## src/hw/umsft_pkg.sv

```systemverilog
// Constants, types and state layout for the modem status and FIFO test block
package umsft_pkg;

  // Bus and field widths
  localparam int DATA_W = 32;
  localparam int ADDR_W = 8;
  localparam int BYTE_W = 8;
  localparam int MODEM_W = 4;
  localparam int INT_W = 3;
  localparam int LPD_W = 16;

  // Register byte offsets
  localparam logic [ADDR_W-1:0] OFS_MSR = 8'h18;
  localparam logic [ADDR_W-1:0] OFS_SCR = 8'h1C;
  localparam logic [ADDR_W-1:0] OFS_LOW_POWER_DIVISOR_LOW = 8'h20;
  localparam logic [ADDR_W-1:0] OFS_LOW_POWER_DIVISOR_HIGH = 8'h24;
  localparam logic [ADDR_W-1:0] OFS_ALIAS_LO = 8'h30;
  localparam logic [ADDR_W-1:0] OFS_ALIAS_HI = 8'h6C;
  localparam logic [ADDR_W-1:0] OFS_FAR = 8'h70;
  localparam logic [ADDR_W-1:0] OFS_TFR = 8'h74;
  localparam logic [ADDR_W-1:0] OFS_RFW = 8'h78;
  localparam logic [ADDR_W-1:0] OFS_INT_STAT = 8'hA0;
  localparam logic [ADDR_W-1:0] OFS_INT_MASK = 8'hA4;
  localparam logic [ADDR_W-1:0] ADDR_WORD_MASK = 8'hFC;

  // Field positions
  localparam int FAR_EN_BIT = 0;
  localparam int HTRANS_ACT_BIT = 1;
  localparam int INT_MODEM = 0;
  localparam int INT_INJECT = 1;
  localparam int INT_ALIAS_WR = 2;

  // Reset and response values
  localparam logic [MODEM_W-1:0] MODEM_IDLE = 4'hF;
  localparam logic [MODEM_W-1:0] CHG_RST = 4'h0;
  localparam logic [BYTE_W-1:0] BYTE_RST = 8'h00;
  localparam logic [INT_W-1:0] INT_RST = 3'h0;
  localparam logic [DATA_W-1:0] WORD_ZERO = 32'h0000_0000;
  localparam logic [ADDR_W-1:0] ADDR_RST = 8'h00;
  localparam logic RESP_OKAY = 1'b0;

  // Active-low modem lines as they arrive on the pins
  typedef struct packed {
    logic dcd_n;
    logic ri_n;
    logic dsr_n;
    logic cts_n;
  } umsft_modem_t;

  typedef enum logic [2:0] {
    BUS_IDLE = 3'b001,
    BUS_READ = 3'b010,
    BUS_WRITE = 3'b100
  } umsft_bus_t;

  typedef struct packed {
    umsft_bus_t bus;
    logic [ADDR_W-1:0] addr;
    logic [DATA_W-1:0] rdata;
    logic [MODEM_W-1:0] sync1;
    logic [MODEM_W-1:0] sync2;
    logic [MODEM_W-1:0] prev;
    logic [MODEM_W-1:0] chg;
    logic [BYTE_W-1:0] scratch;
    logic [BYTE_W-1:0] lpdl;
    logic [BYTE_W-1:0] lpdh;
    logic fifo_test_enable;
    logic [INT_W-1:0] int_stat;
    logic [INT_W-1:0] int_mask;
    logic thr_wr;
    logic [BYTE_W-1:0] thr_data;
    logic inj_wr;
    logic [BYTE_W-1:0] inj_data;
  } umsft_state_t;

  localparam umsft_state_t STATE_RST = '{
    bus: BUS_IDLE,
    addr: ADDR_RST,
    rdata: WORD_ZERO,
    sync1: MODEM_IDLE,
    sync2: MODEM_IDLE,
    prev: MODEM_IDLE,
    chg: CHG_RST,
    scratch: BYTE_RST,
    lpdl: BYTE_RST,
    lpdh: BYTE_RST,
    fifo_test_enable: 1'b0,
    int_stat: INT_RST,
    int_mask: INT_RST,
    thr_wr: 1'b0,
    thr_data: BYTE_RST,
    inj_wr: 1'b0,
    inj_data: BYTE_RST
  };

endpackage

```

## src/hw/umsft_top.sv

```systemverilog
// Modem status, scratch, low-power divisor, alias windows and FIFO test access
//
// Implementation choice: the AHB-Lite interface to the registers.
`timescale 1ns/1ns

// Overview of operation
// - Data-set-ready bit shows inverted line level
// - Clear-to-send bit shows inverted line level
// - Carrier-detect change flag set on line change
// - Ring-indicator change flag set on line change
// - Data-set-ready change flag set on line change
// - Clear-to-send change flag set on line change
// - Scratch byte stores software data only
// - Two bytes form low-power divisor, reset zero
// - Alias window reads return receive buffer
// - Alias window writes load transmit holding
// - Access register bit 0 enables test mode
// - Enable write ignored without option, always readable
// - Test mode read returns transmit FIFO head, or holding without FIFOs
// - Test mode write injects into receive side
module umsft_top #(
  parameter bit LP_RX_EN = 1'b1,
  parameter bit SHADOW_EN = 1'b1,
  parameter bit FIFO_ACCESS_EN = 1'b1,
  parameter bit FIFO_EN = 1'b1
) (
  // Clock and reset
  input wire logic clk_i,
  input wire logic sys_rst_i,
  // AHB-Lite slave
  input wire logic hsel_i,
  input wire logic [31:0] haddr_i,
  input wire logic [1:0] htrans_i,
  input wire logic hwrite_i,
  input wire logic [2:0] hsize_i,
  input wire logic [31:0] hwdata_i,
  input wire logic hready_i,
  output logic [31:0] hrdata_o,
  output logic hreadyout_o,
  output logic hresp_o,
  // Modem lines from the peer, active low, asynchronous
  input wire umsft_pkg::umsft_modem_t modem_n_i,
  // Neighbouring port logic
  input wire logic line_control_dlab_i,
  input wire logic [7:0] receive_buffer_i,
  input wire logic [7:0] transmit_holding_i,
  input wire logic [7:0] tx_fifo_head_i,
  output logic receive_buffer_read_o,
  output logic transmit_holding_write_o,
  output logic [7:0] transmit_holding_data_o,
  output logic tx_fifo_peek_read_o,
  output logic rx_fifo_inject_o,
  output logic receive_buffer_inject_o,
  output logic [7:0] inject_data_o,
  output logic fifo_test_mode_o,
  output logic [15:0] low_power_divisor_o,
  // Interrupt
  output logic irq_o
);
  import umsft_pkg::*;

  umsft_state_t r;
  umsft_state_t n;

  logic addr_take;
  logic rd_cycle;
  logic wr_cycle;
  logic alias_hit;
  logic msr_read;
  logic tfr_read;
  logic [MODEM_W-1:0] modem_edge;
  logic [BYTE_W-1:0] wbyte;
  logic alias_write;
  logic inject_write;
  logic [INT_W-1:0] int_set;
  logic [INT_W-1:0] int_clr;

  function automatic logic [DATA_W-1:0] zx_byte(input logic [BYTE_W-1:0] b);
    return {{(DATA_W-BYTE_W){1'b0}}, b};
  endfunction

  function automatic logic [DATA_W-1:0] zx_int(input logic [INT_W-1:0] b);
    return {{(DATA_W-INT_W){1'b0}}, b};
  endfunction

  // Address phase is only taken while the bus is ready
  assign addr_take = hsel_i && htrans_i[HTRANS_ACT_BIT] && hready_i;
  assign rd_cycle = (r.bus == BUS_READ);
  assign wr_cycle = (r.bus == BUS_WRITE);
  assign wbyte = hwdata_i[BYTE_W-1:0];

  // Alias window closes while the divisor latch is selected
  assign alias_hit = SHADOW_EN && !line_control_dlab_i &&
                     (r.addr >= OFS_ALIAS_LO) && (r.addr <= OFS_ALIAS_HI);

  // Third stage compares against the second; first stage stays private
  assign modem_edge = r.sync2 ^ r.prev;
  assign msr_read = rd_cycle && (r.addr == OFS_MSR);
  assign tfr_read = rd_cycle && (r.addr == OFS_TFR) && FIFO_ACCESS_EN && r.fifo_test_enable;

  assign alias_write = wr_cycle && alias_hit;
  assign inject_write = wr_cycle && (r.addr == OFS_RFW) && FIFO_ACCESS_EN && r.fifo_test_enable;

  assign int_set[INT_MODEM] = |modem_edge;
  assign int_set[INT_INJECT] = inject_write;
  assign int_set[INT_ALIAS_WR] = alias_write;
  assign int_clr = (wr_cycle && (r.addr == OFS_INT_STAT)) ? hwdata_i[INT_W-1:0] : INT_RST;

  always_comb begin
    n = r;
    n.thr_wr = 1'b0;
    n.inj_wr = 1'b0;

    // Two-stage synchroniser plus one history stage
    n.sync1 = modem_n_i;
    n.sync2 = r.sync1;
    n.prev = r.sync2;

    // A change in the read cycle survives the clear
    n.chg = (r.chg & ~{MODEM_W{msr_read}}) | modem_edge;

    // Sticky events, set beats write-one-to-clear
    n.int_stat = (r.int_stat & ~int_clr) | int_set;

    // Write data phase
    if (wr_cycle) begin
      unique case (r.addr)
        OFS_SCR: begin
          n.scratch = wbyte;
        end
        OFS_LOW_POWER_DIVISOR_LOW: begin
          if (LP_RX_EN) begin
            n.lpdl = wbyte;
          end
        end
        OFS_LOW_POWER_DIVISOR_HIGH: begin
          if (LP_RX_EN) begin
            n.lpdh = wbyte;
          end
        end
        OFS_FAR: begin
          if (FIFO_ACCESS_EN) begin
            n.fifo_test_enable = hwdata_i[FAR_EN_BIT];
          end
        end
        OFS_RFW: begin
          if (inject_write) begin
            n.inj_wr = 1'b1;
            n.inj_data = wbyte;
          end
        end
        OFS_INT_MASK: begin
          n.int_mask = hwdata_i[INT_W-1:0];
        end
        default: begin
          if (alias_write) begin
            n.thr_wr = 1'b1;
            n.thr_data = wbyte;
          end
        end
      endcase
    end

    // Read data is formed in the wait cycle so a preceding write is seen
    if (rd_cycle) begin
      unique case (r.addr)
        OFS_MSR: begin
          n.rdata = {{(DATA_W-2*MODEM_W){1'b0}}, ~r.sync2, r.chg};
        end
        OFS_SCR: begin
          n.rdata = zx_byte(r.scratch);
        end
        OFS_LOW_POWER_DIVISOR_LOW: begin
          n.rdata = LP_RX_EN ? zx_byte(r.lpdl) : WORD_ZERO;
        end
        OFS_LOW_POWER_DIVISOR_HIGH: begin
          n.rdata = LP_RX_EN ? zx_byte(r.lpdh) : WORD_ZERO;
        end
        OFS_FAR: begin
          n.rdata = {{(DATA_W-1){1'b0}}, r.fifo_test_enable};
        end
        OFS_TFR: begin
          if (tfr_read) begin
            n.rdata = zx_byte(FIFO_EN ? tx_fifo_head_i : transmit_holding_i);
          end else begin
            n.rdata = WORD_ZERO;
          end
        end
        OFS_INT_STAT: begin
          n.rdata = zx_int(r.int_stat);
        end
        OFS_INT_MASK: begin
          n.rdata = zx_int(r.int_mask);
        end
        default: begin
          n.rdata = alias_hit ? zx_byte(receive_buffer_i) : WORD_ZERO;
        end
      endcase
    end

    // Next bus phase; a read holds hready low for one cycle
    if (addr_take) begin
      n.addr = haddr_i[ADDR_W-1:0] & ADDR_WORD_MASK;
      n.bus = hwrite_i ? BUS_WRITE : BUS_READ;
    end else begin
      n.bus = BUS_IDLE;
    end
  end

  always_ff @(posedge clk_i or posedge sys_rst_i) begin
    if (sys_rst_i) begin
      r <= STATE_RST;
    end else begin
      r <= n;
    end
  end

  // Bus answer; every transfer ends OKAY
  assign hrdata_o = r.rdata;
  assign hreadyout_o = !rd_cycle;
  assign hresp_o = RESP_OKAY;

  // Side effects toward the receive buffer and transmit FIFO
  assign receive_buffer_read_o = rd_cycle && alias_hit &&
                                 !(r.addr inside {OFS_MSR, OFS_SCR, OFS_LOW_POWER_DIVISOR_LOW, OFS_LOW_POWER_DIVISOR_HIGH,
                                                  OFS_FAR, OFS_TFR, OFS_INT_STAT,
                                                  OFS_INT_MASK});
  assign tx_fifo_peek_read_o = tfr_read;
  assign transmit_holding_write_o = r.thr_wr;
  assign transmit_holding_data_o = r.thr_data;
  assign rx_fifo_inject_o = r.inj_wr && FIFO_EN;
  assign receive_buffer_inject_o = r.inj_wr && !FIFO_EN;
  assign inject_data_o = r.inj_data;

  // Configuration toward the serial engine
  assign fifo_test_mode_o = r.fifo_test_enable;
  assign low_power_divisor_o = {r.lpdh, r.lpdl};

  assign irq_o = |(r.int_stat & r.int_mask);

endmodule

```

## config.mk

```make
export PLATFORM = sky130hd
export DESIGN_NAME = umsft_top
export DESIGN_NICKNAME = d
export VERILOG_FILES = /design/src/hw/umsft_pkg.sv /design/src/hw/umsft_top.sv
export SDC_FILE = /design/constraint.sdc
export NUM_CORES = 1
export LEC_CHECK = 0
export ABC_AREA = 1
export BUFFER_PORTS_ARGS = -buffer_cell sky130_fd_sc_hd__clkbuf_2
export CORE_UTILIZATION = 30
export DETAILED_ROUTE_END_ITERATION = 16
export HOLD_SLACK_MARGIN = 0.12
export SETUP_SLACK_MARGIN = 0.02
export SLEW_MARGIN = 20
export SYNTH_ARGS = -nofsm -noshare
export SYNTH_HDL_FRONTEND = slang
export SYNTH_SLANG_ARGS = --single-unit
export TNS_END_PERCENT = 20
```

## constraint.sdc

```tcl
create_clock -name clk_i -period 4.5 [get_ports clk_i]
set_input_delay 0.45 -clock clk_i [delete_from_list [all_inputs] [get_ports clk_i]]
set_output_delay 0.45 -clock clk_i [all_outputs]
set_load 0.02 [all_outputs]
```

Yosys cells after proc, flatten, opt, wreduce, memory -nomap -nowiden:

Cells that the tools add are included.

* output and inout port bits: 73
* flip-flop bits (word level): 106

* muxes and demuxes: 11
* bitwise operators: 10
* equality and inequality tests: 11
* reduce and logical (&&, ||, !) cells: 27
* order comparisons: 2

Operators with widths (number)
* 8-bit case mux with 8 select lines: 1
* 9-bit 2-to-1 mux: 4
* 6-bit by 5-bit equality test with 1-bit output (second input constant): 3
* 18-bit 2-to-1 mux: 1
* 8-bit 2-to-1 mux: 2
* 1-bit logical AND: 13
* 6-bit by 3-bit equality test with 1-bit output (second input constant): 2
* 6-bit by 4-bit equality test with 1-bit output (second input constant): 2
* 6-bit equality test (second input constant): 2
* 2-bit AND reduction: 5
* 3-bit 2-to-1 mux: 3
* 8-bit by 6-bit greater-or-equal comparator with 1-bit output (second input constant): 1
* 8-bit by 7-bit less-or-equal comparator with 1-bit output (second input constant): 1
* 4-bit inverter: 2
* 8-bit nonzero test: 1
* 3-bit AND: 2
* 3-bit AND reduction: 2
* 6-bit OR reduction: 1
* 4-bit AND: 1
* 4-bit bitwise OR: 1
* 4-bit OR reduction: 1
* 4-bit XOR: 1
* 3-bit by 2-bit equality test with 1-bit output (second input constant): 1
* 3-bit equality test (second input constant): 1
* 5 further kinds: 7

Longest topological paths before layout:

Gate-level depths: netlist of run 1.

* depth in word-level cells: 7
* depth in mapped cells: 10
* gate-level depth less buffers: 10

Worst setup path before layout of run 1:

Ideal clock, no wire load.

* path kind: register to output
* from: register r[101] (netlist name)
* to: output port receive_buffer_read_o
* path slack: 2966 ps
* data arrival time: 1084 ps
* path buffers: 0
* stages on the path, launching flop included: 6
* required time: 4050 ps
* cell sequence: dfrtp_1 > nand2_1 > nor2_1 > nor2_2 > nand2_1 > nor2_2

* cells in the longest elaborated chain, start to end: 5
* elaborated cells between the ends (all ways): 16
* classes of those cells: order compare (2); eq/ne (8); reduce/logical (6)

RTL lines
* from (decl): RTL line umsft_top.sv:62 `umsft_state_t r;`
* from (signal assigned): RTL line umsft_top.sv:214 `r <= n;`
* 8-bit by 6-bit greater-or-equal comparator with 1-bit output: RTL line umsft_top.sv:94 `(r.addr >= OFS_ALIAS_LO) && (r.addr <= OFS_ALIAS_HI);`
* 1-bit logical AND: RTL line umsft_top.sv:93 `assign alias_hit = SHADOW_EN && !line_control_dlab_i &&`
* 1-bit logical AND: RTL line umsft_top.sv:94
* 1-bit logical AND: RTL line umsft_top.sv:224 `assign receive_buffer_read_o = rd_cycle && alias_hit &&`
* 1-bit logical AND *: RTL line umsft_top.sv:224
* to (decl): RTL line umsft_top.sv:48 `output logic receive_buffer_read_o,`

Every way passes the cells marked *; elsewhere a longest branch is shown, timed or not.

Worst setup path after layout of run 1:

* from: register r[105] (netlist name)
* to: output port tx_fifo_peek_read_o

* cells in the longest elaborated chain, start to end: 3

RTL lines
* 3-bit by 2-bit equality test with 1-bit output: RTL line umsft_top.sv:88 `assign rd_cycle = (r.bus == BUS_READ);`
* 1-bit logical AND (2 in series): RTL line umsft_top.sv:99 `assign tfr_read = rd_cycle && (r.addr == OFS_TFR) && FIFO_ACCESS_EN && r.fifo_test_enable;`
* to (decl): RTL line umsft_top.sv:51 `output logic tx_fifo_peek_read_o,`

Every way passes these cells.

==> results of run 1 <==
==> logic make-up after synthesis <==
| family | count (synthesis) | share of synthesized area, % |
|---|---|---|
| xor+xnor | 4 | 0.857 |
| flops | 82 | 50.6 |
| buf+inv | 116 | 17.1 |
| simple gates | 221 | 23.0 |
| compound gates | 60 | 8.36 |
| other cells | 1 | 0.0917 |
==> registers in the layout, indices dropped and copies added (netlist names) <==
signal and cells:
inject_data_o 8, transmit_holding_data_o 8, n 8, rx_fifo_inject_o 1, hrdata_o 8, low_power_divisor_o 16
fifo_test_mode_o 1, r 31, transmit_holding_write_o 1
==> per-layer routing <==
| metal | GRT usage [%] | vias to the layer above |
|---|---|---|
| met5 | 0 | - |
| met4 | 5.46 | 0 |
| met3 | 4.10 | 16 |
| met2 | 22.0 | 98 |
| met1 | 19.0 | 1472 |
| li1 | - | 1539 |
==> through the flow <==
| stage | util, % | power (mW) |
|---|---|---|
| floorplan | - | 1.00 |
| global placement | 32.5 | 1.03 |
| detailed placement | 32.5 | 1.03 |
| CTS | 34.7 | 1.75 |
| global route | 34.7 | 1.81 |
| finish | 34.7 | 1.73 |
==> power groups by stage <==
stage,combinational (mW),clock [mW],sequential [mW]
after global routing,0.242,0.766,0.807
after global placement,0.215,0,0.813
after detailed placement,0.218,0,0.815
after floorplan,0.194,0,0.808
after CTS,0.219,0.729,0.802
final,0.215,0.713,0.802
==> cells in the final DEF (no fill, tap or decap), types with 10 or more instances in the layout <==
master,instances
nand3_1,46
dfstp_2,13
inv_1,36
nor2_1,32
o21ai_0,41
dfrtp_1,69
nand2_1,130
conb_1,26
clkbuf_2,87
clkbuf_16,10
==> worst max-delay path, delay by kind of cell, from the launching register on <==
kind	cells	cell delay (ps)
buffers and inverters	3	490
DFF	1	510
and+or+nand+nor	3	600
==> how the worst max path moves through the flow <==
stage,from,endpoint,slack [ps],depth (start not counted)
final,r[105]$_DFF_PP1_,tx_fifo_peek_read_o,2100,6
after global routing,r[105]$_DFF_PP1_,tx_fifo_peek_read_o,2000,6
after CTS,r[105]$_DFF_PP1_,tx_fifo_peek_read_o,2090,6
after detailed placement,r[100]$_DFFE_PP0P_,low_power_divisor_o[8]$_DFFE_PP0P_,2380,5
after global placement,r[100]$_DFFE_PP0P_,low_power_divisor_o[10]$_DFFE_PP0P_,2450,6
after floorplan,sys_rst_i,fifo_test_mode_o$_DFFE_PP0P_,1960,1
==> cell type report <==
class	count	area share, %
well taps	176	4.80
clock buffers	13	5.91
clock inverters	3	0.436
repair buffers	89	9.81
multi-input cells	311	30.8
inverters	39	3.24
flip-flops and latches	82	45.0
==> metrics.yaml, run 1 <==
status:
  outcome: "complete, no violations"
floorplan:
  die_width_um: 119
  start_util_pct: 30.9
  ios: 176
  fp.dieH_um: 119
  dieArea_um2: 14100
  core-area_um2: 13200
  fp-row-count: 42
placed_design:
  globalplace.congestion: 0.853
  hpwl_um: 7110
  port_buffers: 87
  place_inst: 697
  placed_area_um2: 4300
  post-place-ws_ps: 2380
worst_setup_path:
  r2r_cells: 6
  ff2ff_setup_slack_ps: 2320
  cp-end-kind: "primary output"
  arrival_ps: 1950
  start_kind: "flip-flop"
  path_cells: "inv_1, nand2_1, nor2_1, nand2_1, clkinv_1, clkbuf_2"
  cp.required_ps: 4050
  crit_fanout: 14
  reg2reg_from: "r[100]$_DFFE_PP0P_"
  cp_common_cell: "nand2_1"
  critPathMaxStageDelay_ps: 510
  crit_type: "flip-flop to primary output"
  slowest_stage: "dfstp_2"
  timing.rr.end: "low_power_divisor_o[15]$_DFFE_PP0P_"
synth:
  yosys-top-cells-count: "nand2_1, buf_4, dfrtp_1"
  synth_area_um2: 4090
  synth_ff_type: "dfrtp_1"
  yosysTopAreaCell: "dfrtp_1"
  synth_cell_types: 24
  synthArstFlopShare_pct: 100
  ys_ff_latch: 82
  yosysMostFrequentCell: "nand2_1"
  avgSynthCellArea_um2: 8.45
  yosysSeqAreaShare_pct: 50.6
  synth.area.top_cells: "dfrtp_1, buf_4, nand2_1"
  synth-edff-count: 0
  synth_warnings: 0
  synth_top_area_share_pct: 42.2
  synthCells: 484
sta:
  final.setup.tns_ps: 0
  finalSetupViolations: 0
  period_share_pct: 53.2
  rsz0062_at_grt: "no"
  slew_viol_final: 0
  setup_ws_ps: 2100
  finClkSkew_ps: 5.33
  whs_ps: 189
  relSlewSlack_pct: 36.6
  hold_violations: 0
  worst_slew_pin_slew_ps: 947
  period_minus_slack_ps: 2400
  clock.fmax_mhz: 417
routing:
  avgRoutedWirePerCell_um: 13.4
  wl_met1_um: 4480
  highest_layer: "met4"
  wl_met3_um: 505
  wl_met2_um: 4370
  drt-total-wl_um: 9560
  drt_iter0_markers: 234
  firstDrtPassIters: 4
  vias: 3125
  route.detailed.drc: 0
  drtAntennaViolNets: 0
  vias_per_cell: 4.38
grt:
  grt_max_degree: 60
  grt_pass1_wl_um: 15400
  first_global_vias: 2991
  antenna_found_initial: 0
  globalRouteTotalUtil_pct: 14.3
  grt_overflow: 0
power_and_ir_drop:
  p_per_area_nw_per_um2: 377
  comb_power_share_pct: 12.4
  leakagePower_nw: 2.44
  p_seq_share_pct: 46.4
  cell_internal_pwr_mw: 1.26
  p_switching_mw: 0.469
  power_frac_clock_pct: 41.2
  ir_worst_vdd_mv: 0.139
  swShare_pct: 27.1
cells_and_area:
  diodes: 0
  areaGrowthSynthToFinish_pct: 12.3
  fin_area_um2: 4590
  instances_no_fill: 713
  fillCellCount: 1406
  drive_above_1_share_pct: 25.1
  nets: 635
  multiInputGateArea_um2: 1410
  seqCellArea_um2: 2070
clocking:
  clockRootBuffer: "clkbuf_16"
  cts_tree: "yes"
  ctsHoldBuffers: 0
  htree_levels: 3
  cts_setup_buffers: 0
  cts_num_sinks: 82
  cts_inserted_buffers: 9
  cts.repair.resized: 0
  clock_path_buffers: 2
  worstSkewPairLatency_ps: 340
  clk_pin_slew_ps: 60
min_path:
  min_path_cells: 1
  hold_class: "input port to flip-flop"
  hp-start: "modem_n_i[2]"
  whs_endpoint: "n[59]$_DFF_PP1_"
run:
  max_cap_viol_count: 0
(Power assumes the default switching activity.)
==> run 2, diff against run 1 <==
- clock period: 4.5 -> 2.2 ns (I/O delays scaled with it)
==> run 2 against run 1 <==
Against the previous run:
- die area is the same
- total power increased by 110%
- final cell count is 1.4% higher
- sequential power rose by 100%
- critical endpoint is now receive_buffer_read_o
- largest cell class unchanged
==> metrics.yaml, run 2 (synthesis gave the netlist of run 1 again) <==
floorplan:
  dieArea_um2: 14100  # unchanged
  core-area_um2: 13200  # unchanged
  die_width_um: 119  # unchanged
  fp-row-count: 42  # unchanged
  ios: 176  # unchanged
  start_util_pct: 30.9  # unchanged
  fp.dieH_um: 119  # unchanged
clocking:
  cts_inserted_buffers: 9  # unchanged
  clockRootBuffer: "clkbuf_16"
  cts.repair.resized: 0  # unchanged
  clk_pin_slew_ps: 60  # about the same
  worstSkewPairLatency_ps: 340  # about the same
  cts_num_sinks: 82  # unchanged
  htree_levels: 3  # unchanged
  cts_tree: "yes"
  clock_path_buffers: 2  # unchanged
sta:
  hold_violations: 0  # unchanged
  period_minus_slack_ps: 2000
  final.setup.tns_ps: 0  # unchanged
  setup_ws_ps: 196  # -1910 ps
  slew_viol_final: 0  # unchanged
  rsz0062_at_grt: "no"
  relSlewSlack_pct: 60.7  # +24 points
  finalSetupViolations: 0  # unchanged
  clock.fmax_mhz: 499
  worst_slew_pin_slew_ps: 587  # -360 ps
  period_share_pct: 91.1
  finClkSkew_ps: 7.29  # +1.97 ps
routing:
  firstDrtPassIters: 4  # unchanged
  drt_iter0_markers: 129  # -45%
  avgRoutedWirePerCell_um: 13.1  # -2.2%
  vias_per_cell: 4.33  # -1.3%
  drt-total-wl_um: 9480  # -0.81%
  drtAntennaViolNets: 0  # unchanged
  vias: 3127  # +0.064%
  route.detailed.drc: 0  # unchanged
power_and_ir_drop:
  p_per_area_nw_per_um2: 786  # +110%
  leakagePower_nw: 2.50  # +2.3%
  ir_worst_vdd_mv: 0.393  # +180%
cells_and_area:
  areaGrowthSynthToFinish_pct: 15.6
  layout_common_cells: "nand2_1, clkbuf_2, dfrtp_1"
  drive_above_1_share_pct: 25.6  # +0.45 points
  layout_commonest_cell: "nand2_1"
  seqCellArea_um2: 2070  # unchanged
  largest_register_ffs: 31  # unchanged
  largest_register: "r"
  diodes: 0  # unchanged
  fillCellCount: 1407  # +0.071%
  multiInputGateArea_um2: 1410  # unchanged
  nets: 645  # +1.6%
worst_setup_path:
  crit_fanout: 6  # -8
  ff2ff_setup_slack_ps: 390  # -1930 ps
  timing.rr.end: "low_power_divisor_o[9]$_DFFE_PP0P_"
  crit_type: "flip-flop to primary output"
  r2r_cells: 5  # -1
  start_kind: "flip-flop"
  cp-end-kind: "primary output"
  path_cells: "nand2_1, nor2_1, nor2_2, nand2_1, nor2_2, clkbuf_2"
  critPathMaxStageDelay_ps: 410  # -100 ps
  slowest_stage: "dfrtp_1"
  arrival_ps: 1780  # -170 ps
  reg2reg_from: "r[100]$_DFFE_PP0P_"
  cp.required_ps: 1980  # -2070 ps
placed_design:
  globalplace.congestion: 0.791  # -7.3%
  hpwl_um: 7150  # +0.53%
  post-place-ws_ps: 415  # -1960 ps
  port_buffers: 87  # unchanged
grt:
  grt_pass1_wl_um: 15500  # +1.2%
  globalRouteTotalUtil_pct: 14.2  # -0.16 points
  first_global_vias: 3086  # +3.2%
  antenna_found_initial: 0  # unchanged
  grt_overflow: 0  # unchanged
  grt_max_degree: 46  # -23%
min_path:
  whs_endpoint: "r[102]$_DFFE_PP0P_"
  min_path_cells: 3  # +2
  hold_class: "input port to flip-flop"
  hp-start: "haddr_i[5]"
status:
  outcome: "complete, no violations"
run:
  max_cap_viol_count: 0  # unchanged
-- run 2: cell types whose count changed in the layout (fill, tap and decap cells not counted) --
| cell | change |
|---|---|
| clkinvlp_4 | +2 |
| clkinv_2 | +1 |
| clkinv_4 | -1 |
| clkbuf_16 | -1 |
| buf_12 | +1 |
| clkbuf_1 | -1 |
| buf_4 | +3 |
| dlygate4sd3_1 | +6 |
| inv_4 | -2 |
| bufinv_16 | +2 |
-- run 2: power by group --
part	switching, mW	internal, mW	total [mW]
clock	0.593	1.02	1.61
combinational	0.320	0.138	0.458
sequential	0.0503	1.59	1.64
-- run 2: routing by layer --
| layer | share of wire, % | wire (um) | global-route usage (%) |
|---|---|---|---|
| met1 | 46 | 4370 | 18.5 |
| met2 | 47 | 4430 | 22.3 |
| met3 | 5.2 | 492 | 3.57 |
| met4 | 2.0 | 187 | 5.85 |
| met5 | 0 | 0 | 0 |
-- run 2: final cells by class --
cell class	instances	area share [%]
Clock buffer	11	5.14
Clock inverter	5	1.64
Inverter	39	3.18
Multi-Input combinational cell	311	29.9
Sequential cell	82	43.8
Tap cell	176	4.66
Timing Repair Buffer	99	11.7
-- run 2: worst max-delay path by stage --
stage | startpoint | depth (start not counted) | end
5_1_grt | r[101]$_DFFE_PP0P_ | 6 | receive_buffer_read_o
3_3_place_gp | r[100]$_DFFE_PP0P_ | 6 | low_power_divisor_o[10]$_DFFE_PP0P_
4_1_cts | r[101]$_DFFE_PP0P_ | 6 | receive_buffer_read_o
2_1_floorplan | r[105]$_DFF_PP1_ | 9 | hrdata_o[3]$_DFFE_PP0N_
3_5_place_dp | r[103]$_DFFE_PP0P_ | 4 | r[43]$_DFFE_PP0P_
6_report | r[101]$_DFFE_PP0P_ | 6 | receive_buffer_read_o
-- run 2: metrics by stage --
stage	instance area, um^2	hold WS (ps)	cells	util, %	power [mW]
after global placement	4340	264	701	32.8	2.11
after global routing	4720	141	723	35.7	3.88
after CTS	4720	127	723	35.7	3.76
after detailed placement	4340	271	701	32.8	2.12
final	4720	138	723	35.7	3.71
after floorplan	4190	224	509	-	2.05
-- run 2: repair_timing --
action | 4_1_cts | 5_1_grt
endpoints found under the hold margin | 23 | 0
hold buffers | 6 | 0
setup buffers | 0 | 0
-- run 2: critical path: cells and delay by family (launching register included) --
kind / cells / cell delay [ps]
buf+inv: 1 / 210
flops: 1 / 410
simple gates: 5 / 820
==> run 3, diff against run 2 <==
- BUFFER_PORTS_ARGS: -buffer_cell sky130_fd_sc_hd__clkbuf_2 -> default
- CAP_MARGIN: default -> 0
- DONT_BUFFER_PORTS: default -> 1
==> run 3 against run 2 <==
Against the previous run:
- non-clock buffer count down 69
- clock skew about the same
- die area unchanged
- register-to-register slack about the same
- via count down 7.5%
- final area down 6.1%
- combinational power down 21%
- routed wire length up 0.92%
- sequential share of layout area up 2.9 points
- final cell count down 9.5%
- flip-flop and latch count unchanged
- critical endpoint unchanged
- highest routed layer unchanged
==> metrics.yaml, run 3 (synthesis gave the netlist of run 1 again) <==
cells_and_area:
  layout_commonest_cell: "nand2_1"
  utilization_pct: 33.5  # -2.2 points
  largest_register: "r"
  layout_common_cells: "nand2_1, dfrtp_1, nand3_1"
  areaGrowthSynthToFinish_pct: 8.51
  fillCellCount: 1369  # -2.7%
  instances_no_fill: 654  # -9.5%
  drive_above_1_share_pct: 11.1  # -15 points
  largest_register_ffs: 31  # unchanged
  diodes: 0  # unchanged
  fin_area_um2: 4440  # -6.1%
  nets: 576  # -11%
power_and_ir_drop:
  cell_internal_pwr_mw: 2.57  # -6.6%
  power_frac_clock_pct: 41.7  # -1.8 points
  leakagePower_nw: 2.21  # -12%
  power_mw: 3.53  # -4.8%
  p_per_area_nw_per_um2: 797  # +1.4%
  comb_power_share_pct: 10.2  # -2.1 points
  p_switching_mw: 0.964  # about the same
  p_seq_share_pct: 48.0  # +3.8 points
  ir_worst_vdd_mv: 0.431  # +9.6%
  swShare_pct: 27.3  # +1.3 points
clocking:
  ctsHoldBuffers: 24  # +18
  cts_setup_buffers: 0  # unchanged
  htree_levels: 3  # unchanged
  cts_tree: "yes"
  worstSkewPairLatency_ps: 350  # about the same
  clock_path_buffers: 2  # unchanged
  cts.repair.resized: 0  # unchanged
  clockRootBuffer: "clkbuf_16"
  clk_pin_slew_ps: 60  # about the same
  cts_num_sinks: 82  # unchanged
  cts_inserted_buffers: 9  # unchanged
worst_setup_path:
  path_delay_family: "simple AND/OR/NAND/NOR gates"
  arrival_ps: 1740  # -40 ps
  critPathMaxStageDelay_ps: 420  # about the same
  slowest_stage: "dfrtp_1"
  cp.required_ps: 1980  # about the same
  crit_fanout: 6  # unchanged
  cp.depth: 6  # unchanged
  crit_end: "receive_buffer_read_o"
  path_cells: "inv_1, nand2_1, nor2_1, nor2_2, nand2_1, nor2_2"
  worst-path-buf-inv: 1  # unchanged
  r2r_cells: 7  # +2
  ff2ff_setup_slack_ps: 400  # about the same
  cp-end-kind: "primary output"
  crit_type: "flip-flop to primary output"
  start_kind: "flip-flop"
  critPathLaunch: "r[104]$_DFFE_PP0P_"
  timing.rr.end: "transmit_holding_data_o[5]$_DFFE_PP0P_"
  reg2reg_from: "r[104]$_DFFE_PP0P_"
sta:
  rsz0062_at_grt: "no"
  hold_violations: 0  # unchanged
  worst_slew_pin_slew_ps: 565  # -21.8 ps
  whs_ps: 116  # -22.4 ps
  finClkSkew_ps: 7.11  # -0.187 ps
  relSlewSlack_pct: 62.2  # +1.5 points
  slew_viol_final: 0  # unchanged
  finalSetupViolations: 0  # unchanged
  final.setup.tns_ps: 0  # unchanged
  period_minus_slack_ps: 1960  # -45.3 ps
  setup_ws_ps: 241  # +45.3 ps
  period_share_pct: 89.0  # -2.1 points
  clock.fmax_mhz: 511  # +2.3%
status:
  outcome: "complete, no violations"
grt:
  first_global_vias: 2714  # -12%
  grt_overflow: 0  # unchanged
  globalRouteTotalUtil_pct: 14.4  # +0.25 points
  grt_pass1_wl_um: 15300  # -1.3%
  grt_max_degree: 83  # +80%
  antenna_found_initial: 0  # unchanged
placed_design:
  port_buffers: 0  # -100%
  place_inst: 614  # -12%
  placed_area_um2: 3910  # -10%
  post-place-ws_ps: 420  # +4.15 ps
  hpwl_um: 6810  # -4.7%
  globalplace.congestion: 0.826  # +4.5%
routing:
  avgRoutedWirePerCell_um: 14.6  # +12%
  vias_per_cell: 4.43  # +2.3%
  drt_iter0_markers: 210  # +63%
  drt-total-wl_um: 9570  # +0.92%
  drtAntennaViolNets: 0  # unchanged
  vias: 2894  # -7.5%
  firstDrtPassIters: 4  # unchanged
  route.detailed.drc: 0  # unchanged
floorplan:
  ios: 176  # unchanged
  core-area_um2: 13200  # unchanged
  dieArea_um2: 14100  # unchanged
  die_width_um: 119  # unchanged
  fp.dieH_um: 119  # unchanged
  fp-row-count: 42  # unchanged
  start_util_pct: 30.9  # unchanged
min_path:
  hold_class: "input port to flip-flop"
run:
  max_cap_viol_count: 0  # unchanged
-- run 3: per-layer routing --
layer	global-route usage, %	share of wire, %	up-vias
li1	-	-	1412
met1	17.7	42	1373
met2	23.1	48	97
met3	4.73	7.2	12
met4	6.09	2.0	0
met5	0	0	-
-- run 3: worst min-delay path by stage --
stage	cells after the start	start	end	slack (ps)
after global placement	0	modem_n_i[2]	n[59]$_DFF_PP1_	220
after CTS	4	receive_buffer_i[5]	hrdata_o[5]$_DFFE_PP0N_	120
final	2	hwdata_i[3]	transmit_holding_data_o[3]$_DFFE_PP0P_	120
after detailed placement	0	modem_n_i[0]	n[57]$_DFF_PP1_	220
after floorplan	0	modem_n_i[0]	n[57]$_DFF_PP1_	220
after global routing	2	hwdata_i[3]	transmit_holding_data_o[3]$_DFFE_PP0P_	130
-- run 3: final cells by class --
cell class / count / area (um^2) / share of cell area [%]
well taps: 176 / 220 / 4.96
flip-flops and latches: 82 / 2070 / 46.6
multi-input cells: 311 / 1410 / 31.8
clock buffers: 10 / 229 / 5.16
clock inverters: 6 / 57.6 / 1.30
inverters: 39 / 150 / 3.39
repair buffers: 30 / 298 / 6.71
-- run 3: power by group through the flow --
| stage | registers, mW | clock network [mW] | logic [mW] |
|---|---|---|---|
| 2_1_floorplan | 1.65 | 0 | 0.397 |
| 3_3_place_gp | 1.72 | 0 | 0.320 |
| 3_5_place_dp | 1.72 | 0 | 0.329 |
| 4_1_cts | 1.70 | 1.51 | 0.366 |
| 5_1_grt | 1.71 | 1.56 | 0.412 |
| 6_report | 1.70 | 1.47 | 0.362 |
